`src/verilog/timer_slave_pkg.sv`:
```
/*
  Package for the timer slave/master/single-pulse block: register map,
  field positions, mode codes, state enum and trigger input carrier struct.
  Assumes a 32-bit classic Wishbone slave with word-aligned registers.
*/
`default_nettype none
package timer_slave_pkg;
  // Byte offsets
  localparam logic [7:0] OFS_CTL0 = 8'h00;
  localparam logic [7:0] OFS_CTL1 = 8'h04;
  localparam logic [7:0] OFS_SMCFG = 8'h08;
  localparam logic [7:0] OFS_DMACFG = 8'h48;
  localparam logic [7:0] OFS_DMAWIN = 8'h4C;
  localparam logic [7:0] OFS_CNT = 8'h24;
  localparam logic [7:0] OFS_CAR = 8'h2C;
  localparam logic [7:0] OFS_STAT = 8'h10;
  localparam logic [7:0] OFS_CHCTL = 8'h18;
  localparam logic [7:0] OFS_CHCV = 8'h34;
  localparam logic [31:0] RST_VAL = 32'h00000000;
  // Control 0 fields
  localparam int CEN_POS = 0;
  localparam int SPM_POS = 3;
  localparam int SAMPLE_CLOCK_DIVIDER_LSB = 8;
  // Control 1 fields
  localparam int MMC_LSB = 4;
  // Slave config fields
  localparam int SMC_LSB = 0;
  localparam int TRIGGER_SOURCE_SELECT_LSB = 4;
  localparam int MSM_POS = 7;
  localparam int EXT_TRIGGER_FILTER_CFG_LSB = 8;
  localparam int EXT_TRIGGER_DIVIDER_LSB = 12;
  localparam int ETP_POS = 15;
  localparam int TRGS3_POS = 31;
  // DMA config fields
  localparam int DMA_START_ADDRESS_LSB = 0;
  localparam int DMA_TRANSFER_COUNT_LSB = 8;
  // Channel control fields
  localparam int CHMS_LSB = 0;
  localparam int CPWM_POS = 3;
  localparam int CHCAPFLT_LSB = 4;
  // Status bits
  localparam int TRIGGER_INTERRUPT_FLAG_POS = 6;
  localparam int UPIF_POS = 0;
  // Mode codes
  localparam logic [2:0] SMC_RESTART = 3'h4;
  localparam logic [2:0] SMC_PAUSE = 3'h5;
  localparam logic [2:0] SMC_EVENT = 3'h6;
  localparam logic [2:0] SMC_EXTCLK0 = 3'h7;
  localparam logic [3:0] TRG_INTERNAL_TRIGGER_LINE_0 = 4'h0;
  localparam logic [3:0] TRG_INTERNAL_TRIGGER_LINE_1 = 4'h1;
  localparam logic [3:0] TRG_CI0 = 4'h4;
  localparam logic [3:0] TRG_ETI = 4'h7;
  localparam logic [2:0] MMC_ENABLE = 3'h1;
  localparam logic [2:0] MMC_UPDATE = 3'h2;
  localparam logic [2:0] CHMS_OUTPUT = 3'h0;
  localparam logic [1:0] DIV_1 = 2'h0;
  localparam logic [1:0] DIV_2 = 2'h1;
  localparam logic [1:0] DIV_4 = 2'h2;
  localparam int SYNC_STAGES = 2;

  typedef enum logic [1:0] {
    DMA_IDLE = 2'b00,
    DMA_REQ = 2'b01,
    DMA_WAIT = 2'b10
  } dma_state_e;

  typedef struct packed {
    logic internal_trigger_line_0;
    logic internal_trigger_line_1;
    logic chan0;
    logic extTrig;
  } trig_in_s;
endpackage
`default_nettype wire

```
`src/verilog/timer_slave_sync.sv`:
```
/*
  Timer slave-mode, master-output, single-pulse, DMA burst and debug hold.
  Assumes a classic Wishbone master, asynchronous trigger pins, and a DMA
  controller that accesses the window register once per request.
*/
// Behaviour
// - Slave mode field codes 100 restart, 101 pause, 110 event.
// - Trigger select 0000 picks internal line 0, 0001 internal line 1.
// - Trigger select 100 picks the filtered channel 0 edge.
// - Restart mode clears and restarts counter on trigger rising edge.
// - Pause mode holds the counter while trigger low, resumes afterwards.
// - Internal trigger lines reach slave logic unfiltered and unprescaled.
// - Channel trigger uses the capture filter setting, no prescaler.
// - External trigger filtered by its filter field, divided by prescaler.
// - Single pulse mode clears and stops the counter at next update.
// - Single pulse starts by enable bit or trigger, enable held until update.
// - Software clearing enable stops the counter and keeps its count.
// - Trigger edge in single pulse forces reference to post-match state.
// - Single pulse also works with composite PWM and output channel mode.
// - Master mode 010 drives update event onto trigger output.
// - Master mode 001 drives counter enable onto trigger output.
// - Slave mode 111 counts selected trigger edges as external clock.
// - Event mode trigger sets enable; counter then runs until disabled.
// - Master/slave bit delays start to align output; trigger sets flag.
// - DMA window accesses go to register chosen by start address field.
// - Each DMA event issues count+1 requests at start plus 4, 8, 12.
// - Counter freezes in debug halt when debug hold bit is set.
// - Clock division field selects sample clock /1, /2, /4; 11 reserved.
`default_nettype none
module timer_slave_sync
  import timer_slave_pkg::*;
#(
  parameter int CNT_W = 16
) (
  input wire logic mclk,
  input wire logic rstn,
  input wire logic wb_cyc_i,
  input wire logic wb_stb_i,
  input wire logic wb_we_i,
  input wire logic [7:0] wb_adr_i,
  input wire logic [3:0] wb_sel_i,
  input wire logic [31:0] wb_dat_i,
  output logic [31:0] wb_dat_o,
  output logic wb_ack_o,
  input wire trig_in_s trigPins,
  input wire logic debugHalt,
  input wire logic debugHoldBit,
  input wire logic dmaEventReq,
  output logic dmaReq,
  output logic triggerOutputLine,
  output logic preOutputReference
);
  // Counter width must fit the 32-bit register words
  if (CNT_W < 2 || CNT_W > 32) begin : g_bad_width
    $error("CNT_W out of range");
  end

  logic rstMeta, rstSync;
  logic [31:0] ctl0_q, ctl0_d, ctl1_q, ctl1_d, smcfg_q, smcfg_d;
  logic [31:0] dmacfg_q, dmacfg_d, chctl_q, chctl_d, stat_q, stat_d;
  logic [CNT_W-1:0] cnt_q, cnt_d, car_q, car_d, cv_q, cv_d;
  logic ack_q, ack_d;
  logic [31:0] rdat_q, rdat_d;
  logic [3:0] syncA_q, syncB_q, prev_q;
  logic [3:0] filt_q, filt_d;
  logic [3:0] fcnt0_q, fcnt0_d, fcnt3_q, fcnt3_d;
  logic [1:0] divCnt_q, divCnt_d;
  logic [2:0] psc_q, psc_d;
  logic pscOut_q, pscOut_d;
  logic trigSel_q, sampleEn;
  logic alignStart_q, alignStart_d;
  logic ref_q, ref_d;
  logic trigger_output_line_q, trigger_output_line_d;
  dma_state_e dmaSt_q, dmaSt_d;
  logic [4:0] dmaIdx_q, dmaIdx_d;

  // Reset release through two flops
  always_ff @(posedge mclk or negedge rstn) begin
    if (!rstn) begin
      rstMeta <= 1'b0;
      rstSync <= 1'b0;
    end else begin
      rstMeta <= 1'b1;
      rstSync <= rstMeta;
    end
  end

  // Two-flop synchronisers; only stage B is read
  always_ff @(posedge mclk or negedge rstSync) begin
    if (!rstSync) begin
      syncA_q <= 4'h0;
      syncB_q <= 4'h0;
    end else begin
      syncA_q <= {trigPins.extTrig, trigPins.chan0, trigPins.internal_trigger_line_1, trigPins.internal_trigger_line_0};
      syncB_q <= syncA_q;
    end
  end

  // Sample clock enable from the division field
  always_comb begin
    divCnt_d = divCnt_q + 2'h1;
    case (ctl0_q[SAMPLE_CLOCK_DIVIDER_LSB+:2])
      DIV_1: sampleEn = 1'b1;
      DIV_2: sampleEn = divCnt_q[0];
      DIV_4: sampleEn = (divCnt_q == 2'h3);
      default: sampleEn = 1'b1; // Reserved code behaves as undivided
    endcase
  end

  // Filter run length: N consecutive equal samples (0 means bypass)
  function automatic logic [3:0] filtLen(input logic [3:0] cfg);
    filtLen = cfg;
  endfunction

  // Digital filters on channel 0 and external trigger; internal lines pass
  logic extPol;
  assign extPol = syncB_q[3] ^ smcfg_q[ETP_POS];
  always_comb begin
    filt_d = filt_q;
    fcnt0_d = fcnt0_q;
    fcnt3_d = fcnt3_q;
    filt_d[1:0] = syncB_q[1:0];
    if (filtLen(chctl_q[CHCAPFLT_LSB+:4]) == 4'h0) begin
      filt_d[2] = syncB_q[2];
    end else if (sampleEn) begin
      if (syncB_q[2] == filt_q[2]) begin
        fcnt0_d = 4'h0;
      end else if (fcnt0_q + 4'h1 >= filtLen(chctl_q[CHCAPFLT_LSB+:4])) begin
        filt_d[2] = syncB_q[2];
        fcnt0_d = 4'h0;
      end else begin
        fcnt0_d = fcnt0_q + 4'h1;
      end
    end
    if (filtLen(smcfg_q[EXT_TRIGGER_FILTER_CFG_LSB+:4]) == 4'h0) begin
      filt_d[3] = extPol;
    end else if (sampleEn) begin
      if (extPol == filt_q[3]) begin
        fcnt3_d = 4'h0;
      end else if (fcnt3_q + 4'h1 >= filtLen(smcfg_q[EXT_TRIGGER_FILTER_CFG_LSB+:4])) begin
        filt_d[3] = extPol;
        fcnt3_d = 4'h0;
      end else begin
        fcnt3_d = fcnt3_q + 4'h1;
      end
    end
  end

  // External trigger prescaler pulses output once every 2^field rising edges; field 0 passes the level
  logic extRise;
  assign extRise = filt_q[3] & ~prev_q[3];
  always_comb begin
    psc_d = psc_q;
    pscOut_d = pscOut_q;
    if (smcfg_q[EXT_TRIGGER_DIVIDER_LSB+:2] == 2'h0) begin
      pscOut_d = filt_q[3];
    end else if (extRise) begin
      psc_d = psc_q + 3'h1;
      if ((psc_q & ((3'h1 << smcfg_q[EXT_TRIGGER_DIVIDER_LSB+:2]) - 3'h1)) ==
          ((3'h1 << smcfg_q[EXT_TRIGGER_DIVIDER_LSB+:2]) - 3'h1)) begin
        pscOut_d = 1'b1;
      end else begin
        pscOut_d = 1'b0;
      end
    end else begin
      pscOut_d = 1'b0;
    end
  end

  // Trigger selection and rising edge detect
  logic [3:0] trgSelField;
  logic trigLevel, trigRise;
  assign trgSelField = {smcfg_q[TRGS3_POS], smcfg_q[TRIGGER_SOURCE_SELECT_LSB+:3]};
  always_comb begin
    case (trgSelField)
      TRG_INTERNAL_TRIGGER_LINE_0: trigLevel = filt_q[0];
      TRG_INTERNAL_TRIGGER_LINE_1: trigLevel = filt_q[1];
      TRG_CI0: trigLevel = filt_q[2];
      TRG_ETI: trigLevel = pscOut_q;
      default: trigLevel = 1'b0;
    endcase
  end
  assign trigRise = trigLevel & ~trigSel_q;

  // Counter, enable, single pulse and master output
  logic [2:0] slave_mode_select;
  logic frozen, running, overflow, cenSet, trigStart;
  assign slave_mode_select = smcfg_q[SMC_LSB+:3];
  assign frozen = debugHalt & debugHoldBit;
  assign trigStart = trigRise & (slave_mode_select == SMC_EVENT || ctl0_q[SPM_POS]);
  // Pause keeps counting only while the trigger is high
  assign running = ctl0_q[CEN_POS] & ~frozen &
                   ~(slave_mode_select == SMC_PAUSE && !trigLevel);
  assign overflow = running & (slave_mode_select != SMC_EXTCLK0 || trigRise) & (cnt_q >= car_q);
  logic busWrite, winAccess;
  logic [7:0] dmaTarget, effAdr;
  assign busWrite = wb_cyc_i & wb_stb_i & wb_we_i & ~ack_q;

  always_comb begin
    cnt_d = cnt_q;
    ctl0_d = ctl0_q;
    stat_d = stat_q;
    ref_d = ref_q;
    trigger_output_line_d = 1'b0;
    alignStart_d = 1'b0;
    cenSet = 1'b0;
    // Control and status writes first; hardware sets and counting below win over them
    if (busWrite && effAdr == OFS_CTL0 && wb_sel_i[0]) begin
      ctl0_d[7:0] = wb_dat_i[7:0];
    end
    if (busWrite && effAdr == OFS_CTL0 && wb_sel_i[1]) begin
      ctl0_d[15:8] = wb_dat_i[15:8] & 8'h03;
    end
    if (busWrite && effAdr == OFS_STAT && wb_sel_i[0]) begin
      stat_d[7:0] = stat_q[7:0] & wb_dat_i[7:0];
    end
    // Master/slave alignment delays own start by one cycle to match peers
    if (trigStart && !ctl0_q[CEN_POS]) begin
      if (smcfg_q[MSM_POS]) begin
        alignStart_d = 1'b1;
      end else begin
        cenSet = 1'b1;
      end
    end
    if (alignStart_q) begin
      cenSet = 1'b1;
    end
    if (cenSet) begin
      ctl0_d[CEN_POS] = 1'b1;
    end
    if (trigRise && slave_mode_select >= SMC_RESTART) begin
      stat_d[TRIGGER_INTERRUPT_FLAG_POS] = 1'b1;
    end
    if (slave_mode_select == SMC_RESTART && trigRise) begin
      cnt_d = '0;
    end else if (overflow) begin
      cnt_d = '0;
      stat_d[UPIF_POS] = 1'b1;
      if (ctl0_q[SPM_POS]) begin
        ctl0_d[CEN_POS] = 1'b0;
      end
    end else if (running && (slave_mode_select != SMC_EXTCLK0 || trigRise)) begin
      cnt_d = cnt_q + 1'b1;
    end
    // Reference output in single pulse; output mode or composite PWM
    if (ctl0_q[SPM_POS] && chctl_q[CHMS_LSB+:3] == CHMS_OUTPUT) begin
      if (trigRise) begin
        ref_d = 1'b1;
      end else if (running && cnt_q + 1'b1 == cv_q) begin
        ref_d = 1'b1;
      end else if (overflow) begin
        ref_d = chctl_q[CPWM_POS];
      end
    end else begin
      ref_d = running & (cnt_q >= cv_q);
    end
    case (ctl1_q[MMC_LSB+:3])
      MMC_UPDATE: trigger_output_line_d = overflow;
      MMC_ENABLE: trigger_output_line_d = ctl0_d[CEN_POS];
      default: trigger_output_line_d = 1'b0;
    endcase
    if (busWrite && effAdr == OFS_CNT) begin
      cnt_d = wb_dat_i[CNT_W-1:0];
    end
  end

  // DMA burst sequencing through the window register
  assign dmaTarget = 8'(({3'h0, dmacfg_q[DMA_START_ADDRESS_LSB+:5]} + {3'h0, dmaIdx_q}) << 2);
  assign effAdr = (wb_adr_i == OFS_DMAWIN) ? dmaTarget : wb_adr_i;
  assign winAccess = wb_cyc_i & wb_stb_i & ~ack_q & (wb_adr_i == OFS_DMAWIN);
  always_comb begin
    dmaSt_d = dmaSt_q;
    dmaIdx_d = dmaIdx_q;
    case (dmaSt_q)
      DMA_IDLE: begin
        dmaIdx_d = 5'h0;
        if (dmaEventReq) begin
          dmaSt_d = DMA_REQ;
        end
      end
      DMA_REQ: begin
        if (winAccess) begin
          dmaSt_d = DMA_WAIT;
        end
      end
      DMA_WAIT: begin
        if (dmaIdx_q == dmacfg_q[DMA_TRANSFER_COUNT_LSB+:5]) begin
          dmaSt_d = DMA_IDLE;
        end else begin
          dmaIdx_d = dmaIdx_q + 5'h1;
          dmaSt_d = DMA_REQ;
        end
      end
      default: dmaSt_d = DMA_IDLE;
    endcase
  end
  assign dmaReq = (dmaSt_q == DMA_REQ);

  // Other registers, answer and read mux
  always_comb begin
    ctl1_d = ctl1_q;
    smcfg_d = smcfg_q;
    dmacfg_d = dmacfg_q;
    chctl_d = chctl_q;
    car_d = car_q;
    cv_d = cv_q;
    ack_d = wb_cyc_i & wb_stb_i & ~ack_q;
    rdat_d = rdat_q;
    if (busWrite) begin
      case (effAdr)
        OFS_CTL1: ctl1_d = wb_dat_i & 32'h00000070;
        OFS_SMCFG: smcfg_d = wb_dat_i & 32'h8000FFF7;
        OFS_DMACFG: dmacfg_d = wb_dat_i & 32'h00001F1F;
        OFS_CHCTL: chctl_d = wb_dat_i & 32'h000000FF;
        OFS_CAR: car_d = wb_dat_i[CNT_W-1:0];
        OFS_CHCV: cv_d = wb_dat_i[CNT_W-1:0];
        default: ;
      endcase
    end
    if (wb_cyc_i && wb_stb_i && !ack_q) begin
      case (effAdr)
        OFS_CTL0: rdat_d = ctl0_q;
        OFS_CTL1: rdat_d = ctl1_q;
        OFS_SMCFG: rdat_d = smcfg_q;
        OFS_STAT: rdat_d = stat_q;
        OFS_CHCTL: rdat_d = chctl_q;
        OFS_CNT: rdat_d = 32'(cnt_q);
        OFS_CAR: rdat_d = 32'(car_q);
        OFS_CHCV: rdat_d = 32'(cv_q);
        OFS_DMACFG: rdat_d = dmacfg_q;
        default: rdat_d = 32'h00000000; // Unmapped reads as zero
      endcase
    end
  end

  // Register stage for all state except the reset and input synchronisers
  always_ff @(posedge mclk or negedge rstSync) begin
    if (!rstSync) begin
      ctl0_q <= RST_VAL;
      ctl1_q <= RST_VAL;
      smcfg_q <= RST_VAL;
      dmacfg_q <= RST_VAL;
      chctl_q <= RST_VAL;
      stat_q <= RST_VAL;
      cnt_q <= '0;
      car_q <= '1;
      cv_q <= '0;
      ack_q <= 1'b0;
      rdat_q <= RST_VAL;
      filt_q <= 4'h0;
      prev_q <= 4'h0;
      fcnt0_q <= 4'h0;
      fcnt3_q <= 4'h0;
      divCnt_q <= 2'h0;
      psc_q <= 3'h0;
      pscOut_q <= 1'b0;
      trigSel_q <= 1'b0;
      alignStart_q <= 1'b0;
      ref_q <= 1'b0;
      trigger_output_line_q <= 1'b0;
      dmaSt_q <= DMA_IDLE;
      dmaIdx_q <= 5'h0;
    end else begin
      ctl0_q <= ctl0_d;
      ctl1_q <= ctl1_d;
      smcfg_q <= smcfg_d;
      dmacfg_q <= dmacfg_d;
      chctl_q <= chctl_d;
      stat_q <= stat_d;
      cnt_q <= cnt_d;
      car_q <= car_d;
      cv_q <= cv_d;
      ack_q <= ack_d;
      rdat_q <= rdat_d;
      filt_q <= filt_d;
      prev_q <= filt_q;
      fcnt0_q <= fcnt0_d;
      fcnt3_q <= fcnt3_d;
      divCnt_q <= divCnt_d;
      psc_q <= psc_d;
      pscOut_q <= pscOut_d;
      trigSel_q <= trigLevel;
      alignStart_q <= alignStart_d;
      ref_q <= ref_d;
      trigger_output_line_q <= trigger_output_line_d;
      dmaSt_q <= dmaSt_d;
      dmaIdx_q <= dmaIdx_d;
    end
  end

  assign wb_ack_o = ack_q;
  assign wb_dat_o = rdat_q;
  assign triggerOutputLine = trigger_output_line_q;
  assign preOutputReference = ref_q;
endmodule
`default_nettype wire

```
`config.mk`:
```
export PLATFORM = sky130hd
export DESIGN_NAME = timer_slave_sync
export DESIGN_NICKNAME = d
export VERILOG_FILES = /design/src/verilog/timer_slave_pkg.sv /design/src/verilog/timer_slave_sync.sv
export SDC_FILE = /design/constraint.sdc
export NUM_CORES = 1
export LEC_CHECK = 0
export BUFFER_PORTS_ARGS = -buffer_cell sky130_fd_sc_hd__buf_2
export CAP_MARGIN = 40
export CORE_MARGIN = 2
export CORE_UTILIZATION = 60
export DETAILED_ROUTE_END_ITERATION = 6
export GPL_TIMING_DRIVEN = 0
export HOLD_SLACK_MARGIN = 0.03
export PLACE_DENSITY = 0.81
export SYNTH_ARGS = -nofsm -noshare
export SYNTH_HDL_FRONTEND = slang
export SYNTH_SLANG_ARGS = --single-unit
```
`constraint.sdc`:
```
create_clock -name mclk -period 6.2 [get_ports mclk]
set_input_delay 0.62 -clock mclk [delete_from_list [all_inputs] [get_ports mclk]]
set_output_delay 0.62 -clock mclk [all_outputs]
set_load 0.005 [all_outputs]
```
==> metrics.cfg <==
[finish]
antenna_cells=0
drive_gt1_frac=0.224
syn_to_final_growth_pct=13.8
n_fill_cell=1185
post-route-util=0.695
fin_nets=1093
multiInputGateArea_um2=4770
regArea_um2=4050

[power]
peakVddDrop_mv=0.213
power.total_mw=2.53
cellPowerDensity_nw_per_um2=242
switching_share=0.293
comb_power_share=0.120
p_switching_mw=0.743
p_leak_nw=4.84
pwr-share-seq=0.450
p_clk_frac=0.430
p_int_mw=1.79

[clock_network]
insertion_delay_ns=0.44
cts_buffers=17
cts_num_sinks=161
cts_root_buf=clkbuf_16
clk_pin_slew_ns=0.07
post_cts_resized=0
clockBufferDepth=2
tritoncts=built
ctsHtreeMaxLevel=4

[setup_path]
cp_data_arrival_time_ns=4.20
cpMostUsedCell=clkbuf_1
cp_cell_sequence=ha_1, a211oi_1, or3b_2, clkbuf_1, a211o_1, o211ai_1, or3_1, clkbuf_1, nor2_1, a21boi_0, o21ai_0
crit_slowest_cell=nor2_1
critical_path.max_fanout=8
critPathKind=reg -> reg
worstPathRequired_ns=6.54
crit_path_start_kind=flop
end_kind=flop
max_stage_delay_ns=0.67

[synth]
yosysUniqueCellTypes=81
avgSynthCellArea_um2=10.4
seq_area_frac_synth=0.439
ys_warn_count=0
synth_edf_count=0
yosys.area.top_type_share=0.394
async_reset_ff_frac=1.00
synth_most_common_cell=dfrtp_1
netlist_area_um2=9210
synth_common_cells=145 x dfrtp_1, 77 x nand2_1, 69 x mux2_2
syn_inst=887
synth-main-ff-cell=dfrtp_1
synth_area_leaders=dfrtp_1 39%, mux2_2 8.4%, ha_1 7.2%
yosysTopAreaCell=dfrtp_1
ys_ff_latch=161

[global_route]
grt_max_degree=67
grt_antenna_before_repair=0
grt_pass1_vias=7122
grt_pass1_wl_um=39400
track_usage=0.318
grt-ovfl-total=0

[job]
drv_cap=0

[placed_design]
dp_hpwl_um=18200
place_ws_ns=2.30
finalWeightedCongestion=0.912
io_buffers=59

[floorplan]
die_h_um=128
rows=45
die_width_um=128
design.core.area_um2=15100
initial_core_util=0.611
die_area_um2=16400
ios=92

[detailed_routing]
ant_nets=0
viasPerCell=6.29
routed_wl_um=24800
routed-via-count=7452
drt_iter0_markers=791
wl_per_cell_um=20.9
first_pass_iters=5
drc_errors=0

[sta]
finalHoldViolCount=0
setup_viol=0
layout_min_cycle_time_ns=3.86
slew_viol_final=0
relSlewSlack=0.228
finClkSkew_ns=0.0112
fin_ws_ns=2.34
fmax_ghz=0.259
fin_crit_sh=0.623
grt_setup_unrepaired=false
tightest_slew_ns=1.14

[hold_path]
min_path_type=in -> reg

[outcome]
outcome=finished clean

-- power by group through the flow --
| stage | combinational (mW) | clock (mW) | sequential, mW |
|---|---|---|---|
| after floorplan | 0.185 | 0 | 1.15 |
| after global routing | 0.338 | 1.14 | 1.15 |
| after CTS | 0.300 | 1.10 | 1.14 |
| after global placement | 0.272 | 0 | 1.17 |
| after detailed placement | 0.298 | 0 | 1.16 |
| final | 0.304 | 1.09 | 1.14 |
-- worst max-delay path, delay by kind of cell (launching register included) --
kind	cells	cell delay, ns
flops	1	0.44
buf+inv	2	0.50
fa+ha+maj	1	0.31
simple gates	3	1.25
compound gates	5	1.26
-- worst paths after layout --
check	startpoint	end	slack, ns	cells past startpoint
max	dmacfg_q[1]	wb_dat_o[13]	2.34	11
min	trigPins[0]	syncA_q[3]	0.28	1
min in group asynchronous	rstSync	fcnt3_q[0]	0.39	0
min reg2reg	rstMeta	rstSync	0.35	0
max in group asynchronous	rstSync	car_q[0]	5.00	1
max reg2reg	dmacfg_q[1]	wb_dat_o[13]	2.34	11
-- cell families (layout without fill, tap and decap cells) --
group	count (synthesis)	after routing	share of synthesized area
buffers and inverters	98	193	0.0483
other	2	16	0.000815
AOI/OAI and AO/OA	196	196	0.147
xor gates and xnor gates	51	51	0.0485
DFF	161	161	0.439
adders and majority gates	54	54	0.0742
and+or+nand+nor	236	236	0.135
muxes	89	89	0.107
-- metal layers --
metal | global-route usage | wire length (µm) | vias up
li1 | - | - | 3376
met3 | 0.0789 | 2100 | 44
met2 | 0.514 | 11700 | 341
met1 | 0.426 | 10300 | 3691
met5 | 0 | 0 | -
met4 | 0.101 | 618 | 0
-- timing repair --
action,CTS,global route
hold buffers,1,0
setup buffers,0,0
hold endpoints to repair,2,0
-- per-stage QoR --
step / setup TNS, ns / cell area, µm² / instances / hold slack [ns]
floorplan: 0 / 9270 / 901 / 0.324
global placement: -56.51 / 9800 / 1148 / 0.333
detailed placement: 0 / 9860 / 1151 / 0.335
finish: 0 / 10500 / 1184 / 0.283
global route: 0 / 10500 / 1184 / 0.269
CTS: 0 / 10500 / 1184 / 0.272
-- registers in the layout (all words and copies together), names as in the netlist, 3 cells and up --
signal	cells
wb_dat_o	17
car_q	16
cnt_q	16
cv_q	16
smcfg_q	16
ctl0_q	10
dmacfg_q	10
chctl_q	8
stat_q	8
dmaIdx_q	5
fcnt0_q	4
fcnt3_q	4
filt_q	4
syncA_q	4
syncB_q	4
ctl1_q	3
psc_q	3
-- final cells by class --
cell class / count / area share
flip-flops and latches: 161 / 0.387
clock inverters: 15 / 0.0179
multi-input cells: 642 / 0.455
clock buffers: 17 / 0.0406
well taps: 188 / 0.0224
repair buffers: 63 / 0.0349
inverters: 55 / 0.0197
plain buffers: 43 / 0.0228
-- cells in the final DEF, fill, tap and decap left out, drive strengths merged, types with 6 or more instances in the layout --
cell and instances:
dfrtp 145, buf 87, nand2 79, mux2 75, inv 63, o21ai 56, ha 53, nor2 41
clkbuf 35, xnor2 31, a21oi 24, a22oi 21, xor2 20, nor3 19, nand3 17, conb 16
dfstp 16, mux2i 14, nand2b 13, a21o 12, a211oi 12, a22o 11, and3 9, nand4 8
nor4 7, a31oi 6, o21a 6
No activity file was read; power rests on OpenSTA's default activity.
